File: config.mk
export PLATFORM = sky130hd
export DESIGN_NAME = brs_cmd
export DESIGN_NICKNAME = d
export VERILOG_FILES = /design/src/hdl/brs_pkg.sv /design/src/hdl/brs_cmd.sv /design/src/hdl/brs_sync.sv
export SDC_FILE = /design/constraint.sdc
export NUM_CORES = 1
export LEC_CHECK = 0
export CORE_MARGIN = 3
export CORE_UTILIZATION = 43
export CTS_CLUSTER_SIZE = 30
export DETAILED_ROUTE_END_ITERATION = 7
export DONT_BUFFER_PORTS = 1
export GPL_TIMING_DRIVEN = 0
export PLACE_DENSITY = 0.67
export SLEW_MARGIN = 20
export SYNTH_ARGS = -nofsm -noshare
export SYNTH_HDL_FRONTEND = slang
export SYNTH_HIERARCHICAL = 1
export SYNTH_SLANG_ARGS = --single-unit
File: constraint.sdc
create_clock -name i_sys_clk -period 2.77 [get_ports i_sys_clk]
set_clock_uncertainty 0.1 [all_clocks]
set_input_delay 0.554 -clock i_sys_clk [delete_from_list [all_inputs] [get_ports i_sys_clk]]
set_output_delay 0.554 -clock i_sys_clk [all_outputs]
set_load 0.02 [all_outputs]
File: src/hdl/brs_pkg.sv
// Shared constants of the read-byte / triplet command interpreter
package brs_pkg;
  // ------------------------------------------------------------------
  // Pointer codes
  // ------------------------------------------------------------------
  localparam logic [7:0] PTR_RDATA  = 8'hE1;
  localparam logic [7:0] PTR_STATUS = 8'hF0;
  // ------------------------------------------------------------------
  // Command codes
  // ------------------------------------------------------------------
  localparam logic [7:0] CMD_SET_READ_PTR  = 8'hD2;
  localparam logic [7:0] CMD_LINE_READ     = 8'h96;
  localparam logic [7:0] CMD_SEARCH_TRIP   = 8'h78;
  // ------------------------------------------------------------------
  // Status register fields, reset values and other shared constants
  // ------------------------------------------------------------------
  localparam int         STAT_BUSY_BIT  = 0;
  localparam int         STAT_TRIP_LSB  = 5;
  localparam int         TRIP_W         = 3;
  localparam logic [7:0] RDATA_RST      = 8'h00;
  localparam logic [2:0] TRIP_RST       = 3'h0;
  localparam logic [6:0] DEV_ADDR_DFLT  = 7'h18;
  localparam logic [3:0] BITS_PER_BYTE  = 4'h8;
  localparam int         SYNC_STAGES    = 2;
endpackage : brs_pkg

File: src/hdl/brs_cmd.sv
// Serial-bus slave command interpreter for line read-byte and search triplet
//
// Function
// RQ1: Without polling, host waits long enough for read-byte to finish before reading.
// RQ2: Set-read-pointer with code E1h makes next read return received byte.
// RQ3: Pointer to read data is accepted while a read-byte is running.
// RQ4: Polling reads keep returning live status until busy clears.
// RQ5: Line commands are not acknowledged while busy; host stops and retries.
// RQ6: When busy falls after a triplet, status holds the triplet result.
// RQ7: After a triplet, a plain read returns the status with the result.
// RQ8: Serial clock is input only; the device never stretches it.
// RQ9: Serial data is driven low only; high comes from the pull-up.
// RQ10: Busy flag is one while a line operation runs, zero after.
// RQ11: Read data stays stable until the next read-byte completes.
`timescale 1ns/1ps
module brs_cmd #(
  parameter logic [6:0] DEV_ADDR = brs_pkg::DEV_ADDR_DFLT
) (
  input  wire logic       i_sys_clk,
  input  wire logic       i_rstn,
  input  wire logic       i_scl,
  input  wire logic       i_sda,
  output logic            o_sda_out,
  output logic            o_sda_oe,
  output logic            o_line_read_start,
  output logic            o_triplet_start,
  output logic            o_triplet_dir,
  output logic            o_line_busy_flag,
  input  wire logic       i_line_done,
  input  wire logic [7:0] i_line_byte,
  input  wire logic [2:0] i_triplet_bits
);
  // ------------------------------------------------------------------
  // State
  // ------------------------------------------------------------------
  typedef enum logic [8:0] {
    S_IDLE = 9'h001,
    S_ADDR = 9'h002,
    S_AACK = 9'h004,
    S_CMD  = 9'h008,
    S_CACK = 9'h010,
    S_ARG  = 9'h020,
    S_GACK = 9'h040,
    S_TX   = 9'h080,
    S_MACK = 9'h100
  } brs_state_t;

  typedef struct packed {
    brs_state_t st;
    logic [3:0] cnt;
    logic [7:0] sh;
    logic [7:0] ptr;
    logic [7:0] cmd;
    logic       rw;
    logic       nack;
    logic       busy;
    logic       trip_op;
    logic [7:0] rdata;
    logic [2:0] trip;
    logic       sda_oe;
    logic       sda_out;
    logic       rd_start;
    logic       tr_start;
    logic       tr_dir;
    logic       scl_q;
    logic       sda_q;
  } brs_regs_t;

  brs_regs_t  s_reg;
  brs_regs_t  s_next;
  logic [1:0] pins_sync;
  logic       scl_s;
  logic       sda_s;
  // RQ8 RQ9: no clock output exists; data pin is only ever pulled low
  brs_sync #(.WIDTH (2)) u_sync (
    .i_sys_clk (i_sys_clk),
    .i_rstn    (i_rstn),
    .i_async   ({i_scl, i_sda}),
    .o_sync    (pins_sync)
  );
  assign scl_s = pins_sync[1];
  assign sda_s = pins_sync[0];

  // ------------------------------------------------------------------
  // Decoding helpers
  // ------------------------------------------------------------------
  function automatic logic [7:0] read_mux(input brs_regs_t r);
    logic [7:0] stat;
    stat = 8'h00;
    stat[brs_pkg::STAT_BUSY_BIT] = r.busy;
    stat[brs_pkg::STAT_TRIP_LSB +: brs_pkg::TRIP_W] = r.trip;
    if (r.ptr == brs_pkg::PTR_RDATA)
      read_mux = r.rdata;                                        // RQ2
    else
      read_mux = stat;                                           // RQ4
  endfunction : read_mux
  function automatic logic ptr_valid(input logic [7:0] p);
    ptr_valid = (p == brs_pkg::PTR_RDATA) || (p == brs_pkg::PTR_STATUS);
  endfunction : ptr_valid

  // ------------------------------------------------------------------
  // Next state
  // ------------------------------------------------------------------
  always_comb
  begin
    logic scl_rise, scl_fall, start_c, stop_c;
    logic [7:0] tx;
    scl_rise = scl_s && !s_reg.scl_q;
    scl_fall = !scl_s && s_reg.scl_q;
    start_c  = scl_s && s_reg.scl_q && s_reg.sda_q && !sda_s;
    stop_c   = scl_s && s_reg.scl_q && !s_reg.sda_q && sda_s;
    tx       = read_mux(s_reg);
    s_next          = s_reg;
    s_next.scl_q    = scl_s;
    s_next.sda_q    = sda_s;
    s_next.rd_start = 1'b0;
    s_next.tr_start = 1'b0;
    s_next.sda_out  = 1'b0;                                      // RQ9
    // Completion from the line engine
    if (i_line_done)
    begin
      s_next.busy = 1'b0;                                        // RQ10
      if (s_reg.trip_op)
        s_next.trip = i_triplet_bits;                            // RQ6
      else
        s_next.rdata = i_line_byte;                              // RQ11
    end
    if (start_c)
    begin
      s_next.st     = S_ADDR;
      s_next.cnt    = 4'h0;
      s_next.sda_oe = 1'b0;
    end
    else if (stop_c)
    begin
      s_next.st     = S_IDLE;
      s_next.sda_oe = 1'b0;
    end
    else if (scl_rise)
    begin
      case (s_next.st)
        S_ADDR, S_CMD, S_ARG:
        begin
          s_next.sh  = {s_reg.sh[6:0], sda_s};
          s_next.cnt = s_reg.cnt + 4'h1;
        end
        // A not-acknowledge from the master ends the read burst
        S_MACK:
          if (sda_s)
            s_next.st = S_IDLE;
        default: s_next.st = s_reg.st;
      endcase
    end
    else if (scl_fall)
    begin
      case (s_reg.st)
        S_ADDR:
          if (s_reg.cnt == brs_pkg::BITS_PER_BYTE)
          begin
            if (s_reg.sh[7:1] == DEV_ADDR)
            begin
              s_next.rw     = s_reg.sh[0];
              s_next.sda_oe = 1'b1;
              s_next.st     = S_AACK;
            end
            else
              s_next.st = S_IDLE;
          end
        S_AACK:
          if (s_reg.rw)
          begin
            s_next.sh     = tx;
            s_next.sda_oe = !tx[7];
            s_next.cnt    = 4'h1;
            s_next.st     = S_TX;
          end
          else
          begin
            s_next.sda_oe = 1'b0;
            s_next.cnt    = 4'h0;
            s_next.st     = S_CMD;
          end
        S_CMD:
        begin
          if (s_reg.cnt == brs_pkg::BITS_PER_BYTE)
          begin
            s_next.cmd  = s_reg.sh;
            s_next.nack = 1'b0;
            s_next.st   = S_CACK;
            case (s_reg.sh)
              brs_pkg::CMD_SET_READ_PTR: s_next.nack = 1'b0;     // RQ3
              brs_pkg::CMD_LINE_READ:
              begin
                if (s_reg.busy)
                  s_next.nack = 1'b1;                            // RQ5
                else
                begin
                  s_next.rd_start = 1'b1;
                  s_next.busy     = 1'b1;                        // RQ10
                  s_next.trip_op  = 1'b0;
                  s_next.ptr      = brs_pkg::PTR_STATUS;         // RQ1
                end
              end
              brs_pkg::CMD_SEARCH_TRIP: s_next.nack = s_reg.busy; // RQ5
              default: s_next.nack = 1'b1;
            endcase
            s_next.sda_oe = !s_next.nack;
          end
        end
        S_CACK:
        begin
          s_next.sda_oe = 1'b0;
          s_next.cnt    = 4'h0;
          s_next.st = (s_reg.nack || s_reg.cmd == brs_pkg::CMD_LINE_READ) ? S_IDLE : S_ARG;
        end
        S_ARG:
        begin
          if (s_reg.cnt == brs_pkg::BITS_PER_BYTE)
          begin
            s_next.st   = S_GACK;
            s_next.nack = 1'b0;
            if (s_reg.cmd == brs_pkg::CMD_SET_READ_PTR)
            begin
              if (ptr_valid(s_reg.sh))
                s_next.ptr = s_reg.sh;                           // RQ2
              else
                s_next.nack = 1'b1;
            end
            else
            begin
              s_next.tr_start = 1'b1;
              s_next.tr_dir   = s_reg.sh[7];
              s_next.busy     = 1'b1;                            // RQ10
              s_next.trip_op  = 1'b1;
              s_next.ptr      = brs_pkg::PTR_STATUS;             // RQ7
            end
            s_next.sda_oe = !s_next.nack;
          end
        end
        S_GACK:
        begin
          // Further bytes wait for a repeated start or a stop
          s_next.sda_oe = 1'b0;
          s_next.st     = S_IDLE;
        end
        S_TX:
          if (s_reg.cnt == brs_pkg::BITS_PER_BYTE)
          begin
            s_next.sda_oe = 1'b0;
            s_next.st     = S_MACK;
          end
          else
          begin
            s_next.sda_oe = !s_reg.sh[6];
            s_next.sh     = {s_reg.sh[6:0], 1'b0};
            s_next.cnt    = s_reg.cnt + 4'h1;
          end
        S_MACK:
        begin
          // Fresh sample each byte so polling sees busy fall
          s_next.sh     = tx;                                    // RQ4
          s_next.sda_oe = !tx[7];
          s_next.cnt    = 4'h1;
          s_next.st     = S_TX;
        end
        default: s_next.st = S_IDLE;
      endcase
    end
  end

  // ------------------------------------------------------------------
  // State register
  // ------------------------------------------------------------------
  always_ff @(posedge i_sys_clk or negedge i_rstn)
  begin
    if (!i_rstn)
    begin
      s_reg       <= '0;
      s_reg.st    <= S_IDLE;
      s_reg.ptr   <= brs_pkg::PTR_STATUS;
      s_reg.rdata <= brs_pkg::RDATA_RST;
      s_reg.trip  <= brs_pkg::TRIP_RST;
      s_reg.scl_q <= 1'b1;
      s_reg.sda_q <= 1'b1;
    end
    else
      s_reg <= s_next;
  end

  assign o_sda_out         = s_reg.sda_out;
  assign o_sda_oe          = s_reg.sda_oe;
  assign o_line_read_start = s_reg.rd_start;
  assign o_triplet_start   = s_reg.tr_start;
  assign o_triplet_dir     = s_reg.tr_dir;
  assign o_line_busy_flag  = s_reg.busy;
endmodule : brs_cmd

File: src/hdl/brs_sync.sv
// Two-flop synchroniser for asynchronous pin inputs
`timescale 1ns/1ps
module brs_sync #(
  parameter int WIDTH = 2
) (
  input  wire logic             i_sys_clk,
  input  wire logic             i_rstn,
  input  wire logic [WIDTH-1:0] i_async,
  output logic      [WIDTH-1:0] o_sync
);
  logic [WIDTH-1:0] meta_reg;

  initial
  begin
    if (WIDTH < 1) $error("brs_sync: WIDTH must be at least 1");
  end

  always_ff @(posedge i_sys_clk or negedge i_rstn)
  begin
    if (!i_rstn)
    begin
      meta_reg <= '1;
      o_sync   <= '1;
    end
    else
    begin
      meta_reg <= i_async;
      o_sync   <= meta_reg;
    end
  end
endmodule : brs_sync

# ---- Word level (Yosys, flattened, before mapping)
# Index checks and enable logic that the tools add are counted.
dict set report word_totals {
  ff_bits 62
  latch_bits 0
  mem_bits_rw 0
  rom_bits 0
  output_inout_bits 6
  elab_cells 196
  mem_count 0
}
dict set report op_classes {
  n_addsub 1
  mul 0
  div_mod_pow 0
  order_cmp 0
  n_eq_ne 44
  shift 0
  mux 88
  n_bitwise 5
  reduce_logical 39
}
# operator count
set ops {}
lappend ops {{16-bit 2-to-1 mux} 6}
lappend ops {{8-bit 2-to-1 mux} 8}
lappend ops {{9-bit 2-to-1 mux} 7}
lappend ops {{9-bit one-hot mux with 7 select lines} 1}
lappend ops {{12-bit 2-to-1 mux} 5}
lappend ops {{8-bit equality test, second input constant} 7}
lappend ops {{7-bit AND reduction} 6}
lappend ops {{41-bit 2-to-1 mux} 1}
lappend ops {{13-bit 2-to-1 mux} 3}
lappend ops {{1-bit 2-to-1 mux} 33}
lappend ops {{32-bit 2-to-1 mux} 1}
lappend ops {{5-bit != test, second input constant} 5}
lappend ops {{8-bit one-hot mux with 3 select lines} 1}
lappend ops {{21-bit 2-to-1 mux} 1}
lappend ops {{3-bit 2-to-1 mux} 7}
lappend ops {{20-bit 2-to-1 mux} 1}
lappend ops {{4-bit != test, second input constant} 5}
lappend ops {{10-bit AND reduction} 2}
lappend ops {{4-bit one-hot mux with 4 select lines} 1}
lappend ops {{8-bit one-hot mux with 2 select lines} 1}
lappend ops {{2-bit 2-to-1 mux} 7}
lappend ops {{6-bit != test, second input constant} 2}
lappend ops {{2-bit != test, second input constant} 5}
lappend ops {{9-bit by 2-bit equality test with 1-bit output, second input constant} 1}
lappend ops {{other kinds (34)} 60}

# ---- Longest topological paths before layout
# Gate-level depths: netlist of run 1.
dict set report depth {
  depth_word 17
  ltp_mapped 9
}

# ---- By module
# The synthesis of run 1 kept the hierarchy.
# module instances cells_per_inst area_per_inst_um2 seq_area_each_um2
set modules_own_cells {}
lappend modules_own_cells {brs_cmd 1 329 3251.9 1460.2}
lappend modules_own_cells {brs_sync 1 4 105.1 105.1}

# ---- Worst setup path after synthesis of run 1
# No wires, ideal clock.
dict set report synth_timing {
  path_type {reg-to-reg}
  from {reg u_sync.o_sync[1]}
  to {reg s_reg[49] (netlist bit)}
  arrival_time_ns 2.260
  slack_ns 0.341
  stages_incl_launch_ff 9
  n_path_buf 1
  cell_sequence {dfstp_2 > ha_1 > inv_1 > nor3b_1 > a311oi_1 > or3_1 > buf_2 > or4_1 > nand3_1}
}
dict set report synth_between {
  elab_chain_len 5
}
# item line
set synth_rtl {}
lappend synth_rtl {{from (decl)} brs_sync.sv:9} ;# output logic [WIDTH-1:0] o_sync
lappend synth_rtl {{from (signal assigned)} brs_sync.sv:28} ;# o_sync <= meta_reg;
lappend synth_rtl {{1-bit logical AND} {brs_cmd.sv:110, brs_cmd.sv:111}}
lappend synth_rtl {{1-bit logical AND, on equally long branches (2 in a row)} {brs_cmd.sv:110, brs_cmd.sv:111}}
lappend synth_rtl {{4-bit != test (no source line), or another cell as far along} --}
lappend synth_rtl {{5-bit AND reduction (no source line)} --}
lappend synth_rtl {{to (signal assigned)} brs_cmd.sv:287} ;# s_reg <= s_next;
lappend synth_rtl {{to (decl)} brs_cmd.sv:69} ;# brs_regs_t s_reg;
# Parallel ways exist; a longest one is shown, timed or not. The select of a mux whose other input is x is not followed.
# A chain may end at the register's enable or synchronous reset.

# ---- Worst setup path in the final report of run 1
dict set report layout_timing {
  from {reg s_reg[58] (netlist bit)}
  to {reg s_reg[49] (netlist bit)}
}
dict set report layout_between {
  elab_chain_len 6
}
# item line
set layout_rtl {}
lappend layout_rtl {{9-bit equality test, or another cell as far along} brs_cmd.sv:156} ;# case (s_reg.st)
lappend layout_rtl {{4-bit one-hot mux with 4 select lines} brs_cmd.sv:156}
lappend layout_rtl {{41-bit 2-to-1 mux} brs_cmd.sv:154} ;# else if (scl_fall)
lappend layout_rtl {{21-bit 2-to-1 mux} brs_cmd.sv:139} ;# else if (scl_rise)
lappend layout_rtl {{32-bit 2-to-1 mux} brs_cmd.sv:134} ;# else if (stop_c)
lappend layout_rtl {{13-bit 2-to-1 mux} brs_cmd.sv:128} ;# if (start_c)
# Parallel ways exist; a longest one is shown, timed or not. The select of a mux whose other input is x is not followed.

==> results.md, run 1 <==
* Status: finished clean
* GPL Wtd Cong at 0.9145
* Req. time, crit path at 2950 ps
* CTS root buffer: clkbuf_8
* Slew @ Worst Pin at 730.5 ps
* Unrepaired setup endpoints after global routing: no
* Worst Hold Class: in -> reg
* Most frequent cell after synthesis: dfrtp_1
* Buf+Inv Stages, Crit Path at 2
* Yosys top cell by area: dfrtp_1
* Worst path arrival time at 2840 ps
* Slew HR at 50.89%
* Async SR Flop Fraction at 100.0%
* Post-Syn Nets at 354
* Register area share after synthesis at 46.63%
* DIE HEIGHT at 94.36 um
* Startpoint class of the critical path: flop
* Critical-path cell list: buf_6 > nor4_4 > o2111a_2 > nor2_1 > or3_1 > buf_2 > or4_1 > nand3_1
* Clock-pin transition on the worst setup and hold timing paths at 70 ps
* Routed wire length at 7623 um
* Vias per cell at 5.856
* Power Internal at 1.485 mW
* Area fraction of the dominant cell type after synthesis at 38.02%
* Post-synth cell types at 64
* Layout cell share with drive strength beyond 1 at 21.08%
* Minimum clock period at 2655 ps
* Area delta synth->final at 12.30%
* Cts bufs inserted at 9
* Clock Sinks at 62
* PD cells at 532.7 mW/mm^2
* Final #Nets at 367
* DIE AREA at 0.008903 mm^2
* Syn Area/Cell at 10.08 um^2
* Starting Density at 45.31%
* Pin count of the biggest net entering global routing at 63
* Sw Share at 26.04%
* Vias in the first global route at 2524
* Clock share of power at 41.7%
* Critical path depth at 8
* # DRC at 0
* Setup CP Type: reg -> reg
* YS warnings at 6
* Max incr delay on CP at 500 ps
* Final Hold Vio Count at 0
* TritonCTS clock tree: done
* Total power at 2.008 mW
* # fillers at 681
* Final period utilization at 95.86%
* 1st-iter DRT viols at 165
* Synthesis-stage register bit count at 62
* GRT Total Usage at 18.61%
* Clk buf depth at 2
* Htree depth at 3
* Finished Cell Area at 0.003770 mm^2
* Port-buffer cells at 0
* Critical path's slowest cell: or4_1
* Final ANT Viol Nets at 0
* Synth cell count leaders: dfrtp_1, nand2_1, o21ai_0
* Antenna violations before repair at 0
* Hold depth at 0
* Top_reg_cell synth: dfrtp_1
* Comb pwr share at 10.4%
* Dpl hpwl at 5428 um
* Leakage at 1.622 nW
* EDFF count, synth at 0
* Largest register FFs at 53
* # Max-Cap Violations at 0
* F_max at 0.3766 GHz
* WHS at 100.7 ps
* # setup viols final at 0
* Clk Latency, worst-skew pair at 350 ps
* Core Area at 0.007408 mm^2
* Area contributors post-synth: dfrtp_1, dfstp_2, mux2_2, nand2_1, o21ai_0
* CP Capture Type: flop
* Ports at 22
* WL/cell at 16.94 um
* Standard-cell rows at 31
* Number of diodes at 0
* Setup bufs post-CTS at 0
* Seq pwr share at 47.9%
* R2r worst-path depth at 8
* Die width at 94.36 um
* Max VDD drop at 310.0 uV
* Placed cell area at 0.003481 mm^2
* First-pass GRT wire length at 12810 um
* R2R setup slack at 110 ps
* Slew Limit Fails at 0
* DR vias at 2635
* Delay-heaviest family, CP: simple AND/OR/NAND/NOR gates
* Overflow after GRT at 0
* Cell Area, Synth at 0.003357 mm^2
* Pre-CTS setup slack at -115.9 ps
* Final WS setup at 114.8 ps
* Crit path max fanout at 10
* First-pass DRT Iterations at 5
* Synth Instances at 333
* Psw at 0.5230 mW
per-stage QoR:
step	instances	TNS [ps]	util, %
global route	450	0	50.89
CTS	450	0	50.46
finish	450	0	50.89
global placement	432	-263.5	46.99
floorplan	333	0	-
detailed placement	432	-273.7	46.99
path summary, 6_finish.rpt:
kind	from	endpoint
min	i_scl	u_sync/meta_reg[1]
max in group asynchronous	i_rstn	s_reg[1]
max reg2reg	s_reg[58]	s_reg[49]
min reg2reg	u_sync/meta_reg[0]	u_sync/o_sync[0]
min in group asynchronous	i_rstn	o_sda_oe
max	s_reg[58]	s_reg[49]
cell type report:
type / count / area, um^2 / area share [%]
Clock inverter: 5 / 57.56 / 1.527
Buffer: 18 / 110.1 / 2.921
Sequential cell: 62 / 1565 / 41.52
Inverter: 10 / 37.54 / 0.9957
Timing Repair Buffer: 2 / 37.54 / 0.9957
Multi-Input combinational cell: 243 / 1687 / 44.74
Tap cell: 99 / 123.9 / 3.286
Clock buffer: 11 / 151.4 / 4.016
worst reg2reg max path: stages, from the launching register on:
cell and delay, ps:
dfrtp_1 400, buf_6 150, nor4_4 390, o2111a_2 360
nor2_1 70, or3_1 350, buf_2 180, or4_1 500
nand3_1 90
metal layers:
layer	up-vias	GRT usage, %	routed length, um
li1	1235	-	-
met1	1290	26.06	3435
met2	96	28.37	3597
met3	14	4.223	455
met4	0	6.739	135
met5	-	0	0
what timing repair did:
action	4_1_cts	5_1_grt
pin swaps	0	0
setup endpoints to repair	4	10
endpoints found under the hold margin	62	0
hold buffers	2	0
gates resized for setup	2	7
cell usage in the layout, fill, tap and decap left out, types with 4 or more instances in the layout:
cell type   n
dfrtp_1    51
nand2_1    37
o21ai_0    23
nor2_1     21
mux2_2     21
nor3_1     12
clkbuf_8   11
dfstp_2    11
inv_1      10
nand2b_1    9
a21oi_1     9
nand4_1     7
clkbuf_1    6
buf_2       6
and2_1      5
mux2i_1     5
ha_1        5
buf_6       4
xor2_1      4
and3_1      4
o31ai_1     4
nand3b_1    4
a22oi_1     4
power by group through the flow:
stage / Combinational (mW) / Clock, mW / Sequential, mW
floorplan: 0.143 / 0 / 0.970
global placement: 0.176 / 0 / 0.976
detailed placement: 0.178 / 0 / 0.978
CTS: 0.205 / 0.854 / 0.961
global route: 0.233 / 0.894 / 0.965
finish: 0.209 / 0.838 / 0.961
cell families (layout without fill, tap and decap cells):
group | count (synthesis) | after routing | share of synthesized area, %
adder cells (fa/ha/maj) | 5 | 5 | 1.864
flip-flops | 62 | 62 | 46.63
AO/OA/AOI/OAI | 70 | 70 | 14.39
other | 1 | 1 | 0.1117
AND/OR/NAND/NOR | 135 | 135 | 22.55
XOR/XNOR | 6 | 6 | 1.565
buffers and inverters | 28 | 46 | 4.361
multiplexers | 26 | 26 | 8.535
Power figures use the tool's default switching activity.
==> run 2: changes to the inputs <==
--- a/config.mk
+++ b/config.mk
@@ -5,6 +5,7 @@
 export SDC_FILE = /design/constraint.sdc
 export NUM_CORES = 1
 export LEC_CHECK = 0
+export ABC_AREA = 1
 export CORE_MARGIN = 3
 export CORE_UTILIZATION = 43
 export CTS_CLUSTER_SIZE = 30
==> results.md, run 2 <==
* # Max-Cap Violations at 0
* Slew Limit Fails at 0
* DIE AREA at 0.009614 mm^2
* Antenna violations before repair at 0
* DR vias at 2982
* Starting Density at 45.73%
* Area fraction of the dominant cell type after synthesis at 35.03%
* Port-buffer cells at 0
* Cell Area, Synth at 0.003643 mm^2
* Leakage at 1.934 nW
* First-pass GRT wire length at 14120 um
* Clock Sinks at 62
* First-pass DRT Iterations at 5
* # setup viols final at 0
* Cts bufs inserted at 9
* Worst R2R Start: s_reg[1]
* Vias in the first global route at 2869
* Final WS setup at 435.9 ps
* Final Hold Vio Count at 0
* Synth Instances at 468
* Area contributors post-synth: dfrtp_1, nand2_1, dfstp_2, nor2_1, inv_1
* Vias per cell at 5.071
* Crit path max fanout at 7
* Ports at 22
* Overflow after GRT at 0
* Largest register FFs at 53
* Max incr delay on CP at 550 ps
* Htree depth at 3
* Most frequent cell after synthesis: nand2_1
* Pin count of the biggest net entering global routing at 63
* Critical path depth at 14
* Resized Gates After CTS at 0
* # DRC at 0
* Post-synth cell types at 39
* Pre-CTS setup slack at 456.9 ps
* Commonest non-fill, non-tap cells in the layout: nand2_1, nor2_1, dfrtp_1
* FF/Latch Area at 0.001565 mm^2
* Unrepaired setup endpoints after global routing: no
* Final #Nets at 502
* Clock-pin transition on the worst setup and hold timing paths at 70 ps
* Syn Area/Cell at 7.785 um^2
* Async SR Flop Fraction at 100.0%
* GRT Total Usage at 18.24%
* Setup tns final at 0 ps
* TritonCTS clock tree: done
* EDFF count, synth at 0
* Yosys top cell by area: dfrtp_1
* Placed Cells incl. Taps at 570
* Commonest non-fill, non-tap cell in the layout: nand2_1
* Area delta synth->final at 10.65%
* Max VDD drop at 378.6 uV
* Multi-input logic area at 0.001799 mm^2
* 1st-iter DRT viols at 200
* Synth cell count leaders: nand2_1, nor2_1, dfrtp_1
* CTS root buffer: clkbuf_8
* Dpl hpwl at 6161 um
* Setup crit start: s_reg[1]
* CP Capture Type: flop
* Clk Latency, worst-skew pair at 360 ps
* Non-Filler Instances at 588
* Number of diodes at 0
* Register area share after synthesis at 42.96%
* Setup CP Type: reg -> reg
* Core Area at 0.007968 mm^2
* GPL Wtd Cong at 0.8984
* Status: finished clean
* Minimum clock period at 2334 ps
* Post-Syn Nets at 489
* Top_reg_cell synth: dfrtp_1
* Hold depth at 0
* Req. time, crit path at 2960 ps
* Final ANT Viol Nets at 0
* Worst Hold Class: in -> reg
* CP endpoint: s_reg[34]
* R2r worst-path depth at 14
* Synthesis-stage register bit count at 62
* Routed wire length at 8203 um
* Startpoint class of the critical path: flop
* Delay-heaviest family, CP: simple AND/OR/NAND/NOR gates
* WL/cell at 13.95 um
* Buf+Inv Stages, Crit Path at 5
* Worst path arrival time at 2520 ps
* DIE HEIGHT at 98.05 um
* R2R setup slack at 440 ps
* # fillers at 776
* Clk buf depth at 2
* PD cells at 660.9 mW/mm^2
* YS warnings at 6
* Final period utilization at 84.27%
* F_max at 0.4284 GHz
* Layout cell share with drive strength beyond 1 at 19.34%
* FF-to-FF End: s_reg[34]
* Critical path's slowest cell: dfstp_2
* Standard-cell rows at 32
* Critical-path cell list: inv_1 > ha_1 > inv_1 > nand2_1 > inv_1 > nand3_4 > nor2_2 > nand2_1 > nand2_2 > inv_2 > nor2_4 > nand2_1 > nand2_1 > inv_1
* Final Core Density at 50.60%
* Die width at 98.05 um
[run 2: cell types whose count changed after synthesis, sizes merged, moves of 9 or more]
cell,change
nand2,+99
nor2,+57
inv,+48
nand3,+33
mux2,-13
nand2b,-9
[run 2: repair_timing]
item,CTS,global route
hold buffers,2,0
buffers inserted,0,0
hold endpoints to repair,62,0
[run 2: logic make-up after synthesis]
group	after synthesis	share of synthesized area, %
multiplexers	9	2.747
other	1	0.1029
XOR/XNOR	2	0.4809
AND/OR/NAND/NOR	274	36.78
buffers and inverters	66	7.658
AO/OA/AOI/OAI	49	7.555
flip-flops	62	42.96
adder cells (fa/ha/maj)	5	1.717
[run 2: cell type report]
| class | count | area share (%) |
|---|---|---|
| Multi-Input combinational cell | 340 | 44.63 |
| Sequential cell | 62 | 38.83 |
| Inverter | 58 | 5.462 |
| Clock buffer | 10 | 3.166 |
| Tap cell | 102 | 3.166 |
| Clock inverter | 6 | 2.359 |
| Buffer | 8 | 1.459 |
| Timing Repair Buffer | 2 | 0.9311 |
[run 2: metrics by stage]
stage / power [mW] / area (um^2) / hold WS, ps
floorplan: 1.605 / 3643 / 158.4
global placement: 1.741 / 3771 / 160.3
detailed placement: 1.752 / 3771 / 160.0
CTS: 2.677 / 4031 / 87.44
global route: 2.819 / 4031 / 79.23
finish: 2.664 / 4031 / 91.46
[run 2: routing by layer]
| metal | global-route usage (%) | wire (um) | vias to the layer above | share of wire [%] |
|---|---|---|---|---|
| met3 | 4.286 | 374 | 9 | 4.6 |
| li1 | - | - | 1512 | - |
| met1 | 26.10 | 3981 | 1408 | 49 |
| met5 | 0 | 0 | - | 0 |
| met4 | 5.218 | 112 | 0 | 1.4 |
| met2 | 27.64 | 3736 | 53 | 46 |
[run 2: worst min-delay path by stage]
stage	slack, ps	from	to
floorplan	160	i_rstn	o_line_busy_flag
global placement	160	i_rstn	s_reg[15]
detailed placement	160	i_rstn	s_reg[15]
CTS	90	i_sda	u_sync/meta_reg[0]
global route	80	i_scl	u_sync/meta_reg[1]
finish	90	i_sda	u_sync/meta_reg[0]
[run 2: where the power goes]
group / internal, mW / leakage (nW) / switching (mW)
Clock: 0.514 / 0.111 / 0.388
Combinational: 0.218 / 1.03 / 0.438
Sequential: 0.998 / 0.797 / 0.108
